--- config.mk ---
export PLATFORM = sky130hd
export DESIGN_NAME = sioc_core
export DESIGN_NICKNAME = d
export VERILOG_FILES = /design/src/core/sioc_core.v
export VERILOG_INCLUDE_DIRS = /design/src /design/src/core
export SDC_FILE = /design/constraint.sdc
export NUM_CORES = 1
export LEC_CHECK = 0
export BUFFER_PORTS_ARGS = -buffer_cell sky130_fd_sc_hd__buf_2
export CAP_MARGIN = 40
export CORE_ASPECT_RATIO = 0.75
export CORE_MARGIN = 3
export CORE_UTILIZATION = 60
export DETAILED_ROUTE_END_ITERATION = 8
export PLACE_DENSITY_LB_ADDON = 0.15
export REMOVE_ABC_BUFFERS = 1
export SYNTH_ARGS = -nofsm -noshare
export SYNTH_HDL_FRONTEND = slang
export SYNTH_SLANG_ARGS = --single-unit
--- constraint.sdc ---
create_clock -name clock -period 4.75 [get_ports clock]
set_input_delay 0.475 -clock clock [delete_from_list [all_inputs] [get_ports clock]]
set_output_delay 0.475 -clock clock [all_outputs]
set_load 0.01 [all_outputs]
--- src/core/sioc_map.vh ---
`ifndef SIOC_MAP_VH
`define SIOC_MAP_VH

// Register indices; byte address is four times the index.
`define SIOC_IDX_IN_ALLOC_B   16'h3362
`define SIOC_IDX_OUT_ALLOC    16'h3363
`define SIOC_IDX_SEL_LOW      16'h3364
`define SIOC_IDX_SEL_HIGH     16'h3365
`define SIOC_IDX_IN_FILT      16'h3366
`define SIOC_IDX_ALM_FILT     16'h3367
`define SIOC_IDX_INVERT       16'h3368
`define SIOC_IDX_IRQ_STAT     16'h3380
`define SIOC_IDX_IRQ_MASK     16'h3381
`define SIOC_IDX_BUS_DI       16'h3382
`define SIOC_IDX_RESTART      16'h3383
`define SIOC_IDX_IN_STATE     16'h3384
`define SIOC_IDX_OUT_STATE    16'h3385

// Reset values.
`define SIOC_RST_IN_ALLOC_B   16'h0004
`define SIOC_RST_OUT_ALLOC    16'h0210
`define SIOC_RST_FILT         16'h0001
`define SIOC_RST_ZERO         16'h0000
`define SIOC_RST_ACT_ALLOC    4'h4
`define SIOC_RST_ACT_OUT      12'h210

// Accepted ranges.
`define SIOC_MAX_IN_ALLOC     16'h0007
`define SIOC_MAX_OUT_DIGIT    4'hb
`define SIOC_MAX_IN_FILT      16'h03e8
`define SIOC_MAX_ALM_FILT     16'h0003

// Field positions.
`define SIOC_BUS_FN_LSB       16
`define SIOC_BUS_TERM_BIT     24
`define SIOC_EV_INPUT         0
`define SIOC_EV_ALARM         1
`define SIOC_EV_RESTART       2

// Timing: control cycles per alarm filter unit.
`define SIOC_ALM_UNIT         3'h2

`endif

--- src/core/sioc_core.v ---
// Overview of operation
// - Input allocation B accepts 0..7, resets to 4, selects terminal 3 function.
// - Output allocation holds three digits 0..b, range 0000..0bbb, reset 0210.
// - Output codes 0..8 pick status functions; codes 9, a and b drive low.
// - Bus select low makes functions 0..7 follow bus object bits 16..23.
// - Bus select high makes bus bit 24 replace the last physical terminal.
// - Input filter 0..1000 control cycles, reset 1; larger delays recognition.
// - Alarm filter 0..3 in units of two cycles, reset 1, delays alarm.
//
// Implementation choice: the AHB-Lite slave port.
`timescale 1ns/100ps
`include "sioc_map.vh"

module sioc_core #(
   parameter CTRL_DIV = 10
) (
   // Clock and reset.
   input  wire        clock,
   input  wire        rst,
   // AHB-Lite slave.
   input  wire        hsel,
   input  wire [31:0] haddr,
   input  wire [1:0]  htrans,
   input  wire        hwrite,
   input  wire [2:0]  hsize,
   input  wire [31:0] hwdata,
   input  wire        hready,
   output wire        hreadyout,
   output wire        hresp,
   output reg  [31:0] hrdata,
   // Physical input terminals and alarm source.
   input  wire [3:0]  in_term,
   input  wire        alarm_in,
   // Status functions for the output pairs.
   input  wire        positioning_complete,
   input  wire        motor_rotating,
   input  wire        servo_ready,
   input  wire        torque_limit_active,
   input  wire        brake_release,
   input  wire        encoder_index,
   input  wire        overtravel,
   input  wire        ready,
   input  wire        torque_detect,
   // Conditioned input functions.
   output wire        servo_on,
   output wire        forward_limit_input,
   output wire        reverse_limit_input,
   output wire        gain_select,
   output wire [1:0]  external_latch_input,
   output reg  [9:0]  func_state,
   // Output terminal pairs and alarm.
   output reg  [2:0]  out_pair,
   output reg         alarm_out,
   output wire        irq
);

   function match;
      input [31:0] addr;
      input [15:0] idx;
      begin
         match = (addr == {14'h0000, idx, 2'b00});
      end
   endfunction

   function digits_ok;
      input [15:0] v;
      begin
         digits_ok = (v[15:12] == 4'h0) && (v[11:8] <= `SIOC_MAX_OUT_DIGIT) &&
                     (v[7:4] <= `SIOC_MAX_OUT_DIGIT) && (v[3:0] <= `SIOC_MAX_OUT_DIGIT);
      end
   endfunction

   // Written settings.
   reg  [15:0] in_alloc_ff;
   reg  [15:0] out_alloc_ff;
   reg  [15:0] sel_lo_ff;
   reg  [15:0] sel_hi_ff;
   reg  [15:0] in_filt_ff;
   reg  [15:0] alm_filt_ff;
   reg  [15:0] invert_ff;
   reg  [31:0] bus_di_ff;
   reg  [2:0]  mask_ff;
   reg  [2:0]  stat_ff;
   // Settings in force since the last restart.
   reg  [3:0]  act_alloc_ff;
   reg  [11:0] act_out_ff;
   reg         act_sel_lo_ff;
   reg         act_sel_hi_ff;
   reg  [3:0]  act_inv_ff;
   // Bus data phase.
   reg         dp_wr_ff;
   reg  [31:0] dp_addr_ff;
   // Control cycle divider.
   reg  [15:0] div_ff;
   wire        tick;
   // Filters.
   reg  [9:0]  cnt_ff [0:3];
   reg  [3:0]  filt_ff;
   reg  [2:0]  alm_cnt_ff;
   reg         restart_ev;

   wire        addr_ok;
   wire        rd_clr;
   wire [3:0]  pre;
   wire [2:0]  alm_th;
   wire [8:0]  stat_vec;
   reg  [9:0]  fn_phys;
   reg  [9:0]  nxt_func;
   reg  [3:0]  nxt_filt;
   reg  [2:0]  nxt_out;
   reg  [31:0] nxt_rdata;
   reg  [2:0]  ev;
   // Each process owns its loop index so that no two processes share a driver.
   integer     i_ff;
   integer     i_nf;
   integer     i_op;

   assign hreadyout = 1'b1;
   assign hresp     = 1'b0;
   assign addr_ok   = hsel && hready && htrans[1];
   assign rd_clr    = addr_ok && !hwrite && match(haddr, `SIOC_IDX_IRQ_STAT);
   assign irq       = |(stat_ff & mask_ff);

   assign tick = (div_ff == 16'h0000);

   always @(posedge clock) begin
      if (rst || tick) begin
         div_ff <= CTRL_DIV[15:0] - 16'h0001;
      end else begin
         div_ff <= div_ff - 16'h0001;
      end
   end

   // Address phase capture; read data is prepared here for the data phase.
   always @(posedge clock) begin
      if (rst) begin
         dp_wr_ff   <= 1'b0;
         dp_addr_ff <= 32'h00000000;
         hrdata     <= 32'h00000000;
      end else begin
         dp_wr_ff <= addr_ok && hwrite;
         if (addr_ok) begin
            dp_addr_ff <= haddr;
            if (!hwrite) begin
               hrdata <= nxt_rdata;
            end
         end
      end
   end

   always @* begin
      nxt_rdata = 32'h00000000;
      if (match(haddr, `SIOC_IDX_IN_ALLOC_B)) begin
         nxt_rdata = {16'h0000, in_alloc_ff};
      end else if (match(haddr, `SIOC_IDX_OUT_ALLOC)) begin
         nxt_rdata = {16'h0000, out_alloc_ff};
      end else if (match(haddr, `SIOC_IDX_SEL_LOW)) begin
         nxt_rdata = {16'h0000, sel_lo_ff};
      end else if (match(haddr, `SIOC_IDX_SEL_HIGH)) begin
         nxt_rdata = {16'h0000, sel_hi_ff};
      end else if (match(haddr, `SIOC_IDX_IN_FILT)) begin
         nxt_rdata = {16'h0000, in_filt_ff};
      end else if (match(haddr, `SIOC_IDX_ALM_FILT)) begin
         nxt_rdata = {16'h0000, alm_filt_ff};
      end else if (match(haddr, `SIOC_IDX_INVERT)) begin
         nxt_rdata = {16'h0000, invert_ff};
      end else if (match(haddr, `SIOC_IDX_IRQ_STAT)) begin
         nxt_rdata = {29'h00000000, stat_ff};
      end else if (match(haddr, `SIOC_IDX_IRQ_MASK)) begin
         nxt_rdata = {29'h00000000, mask_ff};
      end else if (match(haddr, `SIOC_IDX_BUS_DI)) begin
         nxt_rdata = bus_di_ff;
      end else if (match(haddr, `SIOC_IDX_IN_STATE)) begin
         nxt_rdata = {18'h00000, func_state, filt_ff};
      end else if (match(haddr, `SIOC_IDX_OUT_STATE)) begin
         nxt_rdata = {28'h0000000, alarm_out, out_pair};
      end
   end

   // Register writes in the data phase; out of range values are ignored.
   always @(posedge clock) begin
      restart_ev <= 1'b0;
      if (rst) begin
         in_alloc_ff  <= `SIOC_RST_IN_ALLOC_B;
         out_alloc_ff <= `SIOC_RST_OUT_ALLOC;
         sel_lo_ff    <= `SIOC_RST_ZERO;
         sel_hi_ff    <= `SIOC_RST_ZERO;
         in_filt_ff   <= `SIOC_RST_FILT;
         alm_filt_ff  <= `SIOC_RST_FILT;
         invert_ff    <= `SIOC_RST_ZERO;
         bus_di_ff    <= 32'h00000000;
         mask_ff      <= 3'h0;
      end else if (dp_wr_ff) begin
         if (match(dp_addr_ff, `SIOC_IDX_IN_ALLOC_B) &&
             hwdata[15:0] <= `SIOC_MAX_IN_ALLOC) begin
            in_alloc_ff <= hwdata[15:0];
         end
         if (match(dp_addr_ff, `SIOC_IDX_OUT_ALLOC) && digits_ok(hwdata[15:0])) begin
            out_alloc_ff <= hwdata[15:0];
         end
         if (match(dp_addr_ff, `SIOC_IDX_SEL_LOW)) begin
            sel_lo_ff <= hwdata[15:0];
         end
         if (match(dp_addr_ff, `SIOC_IDX_SEL_HIGH)) begin
            sel_hi_ff <= hwdata[15:0];
         end
         if (match(dp_addr_ff, `SIOC_IDX_IN_FILT) &&
             hwdata[15:0] <= `SIOC_MAX_IN_FILT) begin
            in_filt_ff <= hwdata[15:0];
         end
         if (match(dp_addr_ff, `SIOC_IDX_ALM_FILT) &&
             hwdata[15:0] <= `SIOC_MAX_ALM_FILT) begin
            alm_filt_ff <= hwdata[15:0];
         end
         if (match(dp_addr_ff, `SIOC_IDX_INVERT)) begin
            invert_ff <= hwdata[15:0];
         end
         if (match(dp_addr_ff, `SIOC_IDX_BUS_DI)) begin
            bus_di_ff <= hwdata;
         end
         if (match(dp_addr_ff, `SIOC_IDX_IRQ_MASK)) begin
            mask_ff <= hwdata[2:0];
         end
         if (match(dp_addr_ff, `SIOC_IDX_RESTART) && hwdata[0]) begin
            restart_ev <= 1'b1;
         end
      end
   end

   // Restart copies the written settings into the active set.
   always @(posedge clock) begin
      if (rst) begin
         act_alloc_ff  <= `SIOC_RST_ACT_ALLOC;
         act_out_ff    <= `SIOC_RST_ACT_OUT;
         act_sel_lo_ff <= 1'b0;
         act_sel_hi_ff <= 1'b0;
         act_inv_ff    <= 4'h0;
      end else if (restart_ev) begin
         act_alloc_ff  <= in_alloc_ff[3:0];
         act_out_ff    <= out_alloc_ff[11:0];
         act_sel_lo_ff <= sel_lo_ff[0];
         act_sel_hi_ff <= sel_hi_ff[0];
         act_inv_ff    <= {invert_ff[12], invert_ff[8], invert_ff[4], invert_ff[0]};
      end
   end

   // Inversion, then bus replacement of the last terminal.
   assign pre[2:0] = in_term[2:0] ^ act_inv_ff[2:0];
   assign pre[3]   = act_sel_hi_ff ? bus_di_ff[`SIOC_BUS_TERM_BIT] :
                     (in_term[3] ^ act_inv_ff[3]);

   // Input filters: count stable control cycles of a differing level.
   always @(posedge clock) begin
      if (rst) begin
         filt_ff <= 4'h0;
         for (i_ff = 0; i_ff < 4; i_ff = i_ff + 1) begin
            cnt_ff[i_ff] <= 10'h000;
         end
      end else if (tick) begin
         filt_ff <= nxt_filt;
         for (i_ff = 0; i_ff < 4; i_ff = i_ff + 1) begin
            if (pre[i_ff] == filt_ff[i_ff] || nxt_filt[i_ff] != filt_ff[i_ff]) begin
               cnt_ff[i_ff] <= 10'h000;
            end else begin
               cnt_ff[i_ff] <= cnt_ff[i_ff] + 10'h001;
            end
         end
      end
   end

   always @* begin
      nxt_filt = filt_ff;
      for (i_nf = 0; i_nf < 4; i_nf = i_nf + 1) begin
         if (pre[i_nf] != filt_ff[i_nf] &&
             {6'h00, cnt_ff[i_nf]} + 16'h0001 >= in_filt_ff) begin
            nxt_filt[i_nf] = pre[i_nf];
         end
      end
   end

   // Terminals 0..2 carry functions 0..2; terminal 3 is allocated.
   always @* begin
      fn_phys = 10'h000;
      fn_phys[0] = filt_ff[0];
      fn_phys[1] = filt_ff[1];
      fn_phys[2] = filt_ff[2];
      if (act_alloc_ff <= 4'h9) begin
         fn_phys[act_alloc_ff] = fn_phys[act_alloc_ff] | filt_ff[3];
      end
      nxt_func = fn_phys;
      if (act_sel_lo_ff) begin
         nxt_func[7:0] = bus_di_ff[`SIOC_BUS_FN_LSB +: 8];
      end
   end

   assign servo_on             = func_state[0];
   assign forward_limit_input  = func_state[1];
   assign reverse_limit_input  = func_state[2];
   assign gain_select          = func_state[5];
   assign external_latch_input = func_state[9:8];

   // Output pairs select status functions by digit.
   assign stat_vec = {torque_detect, ready, overtravel, encoder_index, brake_release,
                      torque_limit_active, servo_ready, motor_rotating,
                      positioning_complete};

   always @* begin
      nxt_out = 3'h0;
      for (i_op = 0; i_op < 3; i_op = i_op + 1) begin
         case (act_out_ff[4 * i_op +: 4])
            4'h0, 4'h1, 4'h2, 4'h3, 4'h4, 4'h5, 4'h6, 4'h7, 4'h8: begin
               nxt_out[i_op] = stat_vec[act_out_ff[4 * i_op +: 4]];
            end
            default: begin
               nxt_out[i_op] = 1'b0;
            end
         endcase
      end
   end

   // Alarm filter in units of two control cycles.
   assign alm_th = alm_filt_ff[1:0] * `SIOC_ALM_UNIT;

   always @(posedge clock) begin
      if (rst) begin
         func_state <= 10'h000;
         out_pair   <= 3'h0;
         alarm_out  <= 1'b0;
         alm_cnt_ff <= 3'h0;
      end else if (tick) begin
         func_state <= nxt_func;
         out_pair   <= nxt_out;
         if (alarm_in == alarm_out) begin
            alm_cnt_ff <= 3'h0;
         end else if (alm_cnt_ff + 3'h1 >= alm_th) begin
            alarm_out  <= alarm_in;
            alm_cnt_ff <= 3'h0;
         end else begin
            alm_cnt_ff <= alm_cnt_ff + 3'h1;
         end
      end
   end

   // Sticky events; a new event wins over the read that clears.
   always @* begin
      ev = 3'h0;
      ev[`SIOC_EV_INPUT]   = tick && (nxt_filt != filt_ff);
      ev[`SIOC_EV_ALARM]   = tick && (alarm_in != alarm_out) &&
                             (alm_cnt_ff + 3'h1 >= alm_th);
      ev[`SIOC_EV_RESTART] = restart_ev;
   end

   always @(posedge clock) begin
      if (rst) begin
         stat_ff <= 3'h0;
      end else begin
         stat_ff <= (rd_clr ? 3'h0 : stat_ff) | ev;
      end
   end

endmodule // sioc_core

==> results of run 1 <==
worst reg2reg max path: cells and delay by family (launching register included):
| kind | cells | cell delay [ns] |
|---|---|---|
| flip-flops | 1 | 0.31 |
| AND/OR/NAND/NOR | 5 | 1.75 |
| AO/OA/AOI/OAI | 2 | 0.27 |
| buffers and inverters | 3 | 0.68 |
| adder cells (fa/ha/maj) | 1 | 0.20 |
area by class of cell:
type / count / share of cell area [%]
sequential: 315 / 40.2
clock inverter: 10 / 0.375
inverter: 37 / 0.832
multi-input combinational: 1213 / 45.0
clock buffer: 47 / 5.73
tap: 331 / 2.48
timing repair buffer: 163 / 5.39
cell usage in the layout (no fill, tap or decap), types with 13 or more instances in the layout:
master,n
nand2b_1,15
xnor2_1,34
a21oi_1,142
buf_4,25
buf_2,136
o21ai_0,32
inv_1,36
nand2_1,251
edfxtp_1,40
nor2b_1,34
nand3_1,60
mux2i_1,87
a22oi_1,15
nor4_1,18
clkbuf_16,32
nor3_1,36
ha_1,52
a222oi_1,13
nor3b_1,15
and2_1,38
xor2_1,19
dfxtp_1,275
nor2_1,171
routing by layer:
layer | share of wire (%) | GRT usage (%)
met1 | 44 | 43.0
met2 | 41 | 44.8
met3 | 11 | 7.68
met4 | 3.2 | 10.6
met5 | 0 | 0
power breakdown:
group	switching, mW	internal [mW]
combinational	0.245	0.151
clock	1.05	1.39
sequential	0.0462	2.75
total	1.34	4.29
sequential cells by signal (all words and copies together), names as in the netlist, 3 cells and up:
signal	count
in_filt_ff	16
alm_cnt_ff	3
stat_ff	3
hrdata	32
in_alloc_ff	16
cnt_ff	40
out_alloc_ff	16
div_ff	16
act_out_ff	12
filt_ff	4
act_inv_ff	4
sel_lo_ff	16
sel_hi_ff	16
bus_di_ff	32
out_pair	3
alm_filt_ff	16
dp_addr_ff	32
mask_ff	3
act_alloc_ff	4
func_state	10
invert_ff	16
through the flow:
step / power, mW / setup WS, ns / std cells
floorplan: 3.06 / 0.234 / 1565
global placement: 3.23 / 1.44 / 2054
CTS: 5.65 / 1.38 / 2115
finish: 5.63 / 1.42 / 2116
global route: 5.81 / 1.09 / 2116
detailed placement: 3.24 / 1.39 / 2058
worst max-delay path by stage:
stage                         startpoint                    endpoint
floorplan                      haddr[31]     hrdata[10]$_SDFFE_PP0P_
global placement    div_ff[0]$_SDFF_PP1_  alm_cnt_ff[2]$_SDFFE_PP0N_
detailed placement  div_ff[0]$_SDFF_PP1_  alm_cnt_ff[2]$_SDFFE_PP0N_
CTS                 div_ff[0]$_SDFF_PP1_  alm_cnt_ff[2]$_SDFFE_PP0N_
global route        div_ff[0]$_SDFF_PP1_  alm_cnt_ff[2]$_SDFFE_PP0N_
finish              div_ff[0]$_SDFF_PP1_  alm_cnt_ff[2]$_SDFFE_PP0N_
cell families after synthesis:
group,after synthesis
AND/OR/NAND/NOR,711
flip-flops,315
AO/OA/AOI/OAI,292
buffers and inverters,143
multiplexers,103
XOR/XNOR,53
adder cells (fa/ha/maj),52
other,2
==> summary.md, run 1 <==
| Metric | Value |
|---|---|
| CTS tree | built |
| Worst slew margin | 35.2% |
| Final worst path period need | 3.33 ns |
| Clock root buffer master | clkbuf_16 |
| Post-CTS Setup Inserts | 0 |
| Initial antenna violation count | 0 |
| Drt pass-1 iters | 9 |
| Pwr dens | 337 nW/um2 |
| Critical path fanouts, max | 55 |
| CP arrival | 3.78 ns |
| Internal reg-to-reg setup slack | ~1.4 ns |
| Worst-path clk slew | 0.06 ns |
| Placed cell area | roughly 16000 um2 |
| Main area contributors after synthesis | dfxtp_1 (37%), edfxtp_1 (8.1%), nand2_1 (6.4%) |
| Site Rows | 49 |
| Post-Syn Instances | about 1.7k |
| Most numerous cell in the Yosys netlist | dfxtp_1 |
| Outcome | finished, final reports clean |
| Post-synthesis xor/xnor area fraction | 3.14% |
| Mux cell area share after synthesis | 7.56% |
| First-pass GRT wire length | 64.9 mm |
| Required @ worst endpoint | 5.21 ns |
| Core region area | roughly 24000 um2 |
| Skew-Pair Late Insertion Delay | 0.57 ns |
| Post-route ant nets | 0 |
| WS Path Type | reg -> reg |
| Register bit total from synthesis | around 320 |
| Dominant delay contributor by cell family on the critical path | simple AND/OR/NAND/NOR gates |
| Crit end category | flip-flop |
| WL/cell | 19.5 um |
| Avg Inst Size Synth | 8.85 um2 |
| Ys Warns | 0 |
| Post-synth EDFFs | 40 |
| CP max stage cell | nor2b_1 |
| Post-synth top area share | ~37% |
| Max IR drop VDD | 0.272 mV |
| CP peak stage delay | 0.62 ns |
| Fill count | 1937 |
| Final net count | 1901 |
| Hold Startpoint | hwdata[17] |
| Worst R2R Start | div_ff[0]$_SDFF_PP1_ |
| Cell area after synthesis | 14800 um2 |
| Routed wire length | 41.2 mm |
| Area share of and/or/nand/nor cells after synthesis | between 20% and 30% |
| HP Class | in -> reg |
| Finished Cell Area | 16700 um2 |
| Chip width | 187 um |
| Min-Delay Path Depth | 3 |
| Library cells used by synthesis | a little over 70 |
| CTS Sinks | roughly 320 |
| Vias post-DR | 12.8k |
| Adder-Cell Fraction of Synth Area | between 4 and 5% |
| Period utilisation layout | 70.0% |
| IO Port Bufs | 136 |
| Die area | roughly 27000 um2 |
| Register area | 6710 um2 |
| Compound-Gate Fraction of Synth Area | between 10% and 20% |
| Post-synth ARST share | 0% |
| Max Clock Freq | 301 MHz |
| Critical path buffers and inverters | 3 |
| Final TNS setup | 0 ns |
| Critical Path Stages | 11 |
| Hold EP | bus_di_ff[17]$_SDFFE_PP0P_ |
| R2r worst-path depth | 11 |
| Htree depth | 1 |
| Antenna cells | 0 |
| Largest net degree at the start of global routing | just under 100 |
| Count of hold-fix buffers inserted at cts | 0 |
| Critical path's most frequent cell | o21ai_0 |
| GR Overflow Total | 0 |
| Most frequent cells after synthesis | dfxtp_1 (275), nand2_1 (251), nor2_1 (172) |
| Top FF cell, synth | dfxtp_1 |
| Share of cells above drive strength 1 | about 14% |
| IO Pins | roughly 140 |
| Placer Congestion | slightly below 0.9 |
| Cts repair resizes | 0 |
| Max Slew Vio Count | 0 |
| Initial core utilization | 61.4% |
| Clock Path Buffers | 3 |
| GR Util All Layers | a little over 30% |
| Final hold violations | 0 |
| Vias per cell | approximately 6.0 |
| CP startpoint kind | flip-flop |
| Synth area leader | dfxtp_1 |
| Initial drt markers | around 1.2k |
| Synth-to-layout area growth | 13.0% |
| Maxcap violations | 0 |
| Largest family of logic cells by synthesized area | simple AND/OR/NAND/NOR gates |
| Static Leak | 6.29 nW |
| Drt drc | 0 |
| Die Span Y | 142 um |
| Crit path cell chain | inv_1 -> ha_1 -> or4b_1 -> nand2b_1 -> nor2b_1 -> nor2_1 -> clkinv_1 -> buf_4 -> o21ai_0 -> nand2_1 -> o21ai_0 |
| DP HPWL | roughly 29 mm |
| Multi-input gate area | 7520 um2 |
| Seq/Total Area, Yosys | a little under half |
| Final setup vio count | 0 |
| Vias in the first global route | 12.0k |
| Worst-Margin Slew | 0.964 ns |
| TritonCTS Buffers | 31 |
| Clk_skew | around 0.014 ns |
| Hold slack | 0.142 ns |
| Final Util | around 69% |
| RSZ-0062 raised after global routing | false |
| Worst r2r dst | alm_cnt_ff[2]$_SDFFE_PP0N_ |
Power figures use the tool's default switching activity.
==> run 2, diff against run 1 <==
Settings changed: CORE_UTILIZATION 60 to 54.
Clock period 4.75 ns to 2.94 ns, I/O delays scaled along.
==> run 2 against run 1 <==
Compared with the run above: via count grew 2.6%; critical path depth is the same; global-route usage shrank 1.0 points; highest routed layer unchanged; sequential power grew 62%; final cell count grew 5.0%; critical endpoint is now hrdata[9]$_SDFFE_PP0P_; die area grew 11%; sequential share of layout area shrank 2.1 points.
==> summary.md, run 2 (synthesis gave the netlist of run 1 again) <==
| Metric | Value |
|---|---|
| Worst r2r dst | stat_ff[0]$_SDFF_PP0_ |
| IO Port Bufs | 136 (unchanged) |
| Final TNS setup | 0 ns (unchanged) |
| WS Path Type | in -> reg |
| Pwr dens | 526 nW/um2 (+56%) |
| Internal reg-to-reg setup slack | 0.14 ns (-1.28 ns) |
| Hold slack | 0.0439 ns (-0.0981 ns) |
| GR Util All Layers | 29.1% (-1.0 points) |
| IO Pins | 143 (unchanged) |
| Vias post-DR | 13.1k (+2.6%) |
| Crit path cell chain | dlygate4sd3_1 -> buf_2 -> nor4b_1 -> nand2_1 -> buf_4 -> nor4_2 -> buf_4 -> a222oi_1 -> nor3_1 -> nor3_1 -> a211oi_1 |
| CTS tree | built |
| Commonest non-fill, non-tap cell in the layout | dfxtp_1 |
| Final worst path period need | 2.87 ns |
| Worst slew margin | 41.7% (+6.5 points) |
| Crit end category | flip-flop |
| CP max stage cell | dlygate4sd3_1 |
| Site Rows | 51 (+4.1%) |
| Max IR drop VDD | 0.426 mV (+57%) |
| Final setup vio count | 0 (unchanged) |
| Drt drc | 0 (unchanged) |
| Synth-to-layout area growth | 19.2% |
| Total Power | 9.27 mW (+65%) |
| Drt pass-1 iters | 6 (-3) |
| Required @ worst endpoint | 3.41 ns (-1.80 ns) |
| Die Span Y | 149 um (+5.2%) |
| Outcome | finished, final reports clean |
| Clock root buffer master | clkbuf_16 |
| Initial antenna violation count | 0 (unchanged) |
| Period utilisation layout | 97.7% |
| Clock Path Buffers | 3 (unchanged) |
| Fill count | 2228 (+15%) |
| Worst R2R Start | cnt_ff[3][4]$_SDFFCE_PN0P_ |
| GR Overflow Total | 0 (unchanged) |
| Initial core utilization | 56.0% (-5.4 points) |
| Max Clock Freq | 348 MHz |
| Routed wire length | 43.7 mm (+6.1%) |
| Vias per cell | 5.89 (-2.3%) |
| Worst-path clk slew | 0.06 ns (about the same) |
| Hold EP | dp_wr_ff$_SDFF_PP0_ |
| Static Leak | 6.75 nW (+7.3%) |
| Skew-Pair Late Insertion Delay | 0.56 ns (about the same) |
| CTS Sinks | 315 (unchanged) |
| Min-Delay Path Depth | 2 (-1) |
| Max Slew Vio Count | 0 (unchanged) |
| Chip width | 197 um (+5.2%) |
| Top reg by flops | cnt_ff |
| R2r worst-path depth | 14 (+3) |
| Clk_skew | 0.0148 ns (+0.00116 ns) |
| Initial drt markers | 1264 (+8.5%) |
| WL/cell | 19.7 um (+1.0%) |
| Core region area | 26400 um2 (+9.6%) |
| Largest net degree at the start of global routing | 83 (-14%) |
| TritonCTS Buffers | 31 (unchanged) |
| Maxcap violations | 0 (unchanged) |
| Worst-Margin Slew | 0.873 ns (-0.0909 ns) |
| Final net count | 1994 (+4.9%) |
| Vias in the first global route | 12.6k (+4.6%) |
| CP startpoint kind | input port |
| Final hold violations | 0 (unchanged) |
| Max reg flops | 40 (unchanged) |
| HP Class | in -> reg |
| Share of cells above drive strength 1 | 16.9% (+2.8 points) |
| Antenna cells | 0 (unchanged) |
| Die area | 29400 um2 (+11%) |
| Critical path fanouts, max | 13 (-76%) |
| RSZ-0062 raised after global routing | true |
| Placer Congestion | 0.926 (+4.1%) |
| CP arrival | 3.34 ns (-0.44 ns) |
| Hold Startpoint | hwrite |
| First-pass GRT wire length | 68.4 mm (+5.5%) |
| Post-route ant nets | 0 (unchanged) |
| CP peak stage delay | 0.56 ns (-0.06 ns) |
| DP HPWL | 30.6 mm (+6.8%) |
| Htree depth | 1 (unchanged) |
| Commonest non-fill, non-tap cells in the layout | dfxtp_1 (275), nand2_1 (250), nor2_1 (169) |
run 2: cell types whose count changed in the layout (fill, tap and decap cells not counted), sizes merged:
cell	change
buf	+50
bufinv	+2
clkbuf	-5
clkinv	+2
clkinvlp	-2
dlygate4sd3	+43
inv	+3
run 2: through the flow:
stage	area [um2]	util [%]	cells	worst slack, ns
after detailed placement	16100	60.8	2118	0.00145
after global routing	17600	66.7	2222	-0.0158
after floorplan	14300	-	1565	-1.40
final	17600	66.7	2222	0.0676
after CTS	17500	66.3	2218	0.0330
after global placement	16000	60.7	2116	0.108
run 2: metal layers:
metal / vias up / share of wire (%) / track usage, %
met3: 93 / 9.6 / 7.11
li1: 6238 / - / -
met5: - / 0 / 0
met2: 547 / 42 / 43.6
met1: 6216 / 45 / 41.8
met4: 0 / 2.7 / 8.73
run 2: where the power goes:
part           switching [mW]  leakage, nW  total (mW)  internal (mW)
registers              0.0724         2.63        4.51           4.44
clock network            1.70        0.524        4.01           2.32
logic                   0.430         3.59       0.747          0.318
run 2: worst max path at each step:
stage	startpoint	to	slack [ns]
global route	cnt_ff[0][2]$_SDFFCE_PN0P_	stat_ff[0]$_SDFF_PP0_	-0.02
global placement	cnt_ff[0][0]$_SDFFCE_PN0P_	stat_ff[0]$_SDFF_PP0_	0.11
floorplan	haddr[31]	hrdata[10]$_SDFFE_PP0P_	-1.40
detailed placement	cnt_ff[2][2]$_SDFFCE_PN0P_	cnt_ff[2][4]$_SDFFCE_PN0P_	0.001
CTS	cnt_ff[0][1]$_SDFFCE_PN0P_	stat_ff[0]$_SDFF_PP0_	0.03
finish	haddr[16]	hrdata[9]$_SDFFE_PP0P_	0.07
run 2: timing repair:
action	4_1_cts	5_1_grt
pin swaps	0	2
gates resized for setup	1	19
setup endpoints to repair	1	47
hold buffers	43	0
buffers inserted	0	4
hold endpoints to repair	43	0
run 2: layout make-up:
type | instances | area [um2] | share of cell area (%)
timing repair buffer | 256 | 1730 | 9.83
inverter | 37 | 139 | 0.788
clock buffer | 42 | 898 | 5.10
tap | 344 | 430 | 2.44
clock inverter | 15 | 133 | 0.752
multi-input combinational | 1213 | 7590 | 43.1
sequential | 315 | 6710 | 38.0
run 2: critical path, delay by kind of cell:
family                 cells  cell delay [ns]
buffers and inverters      4             1.30
AO/OA/AOI/OAI              2             0.33
AND/OR/NAND/NOR            5             1.42
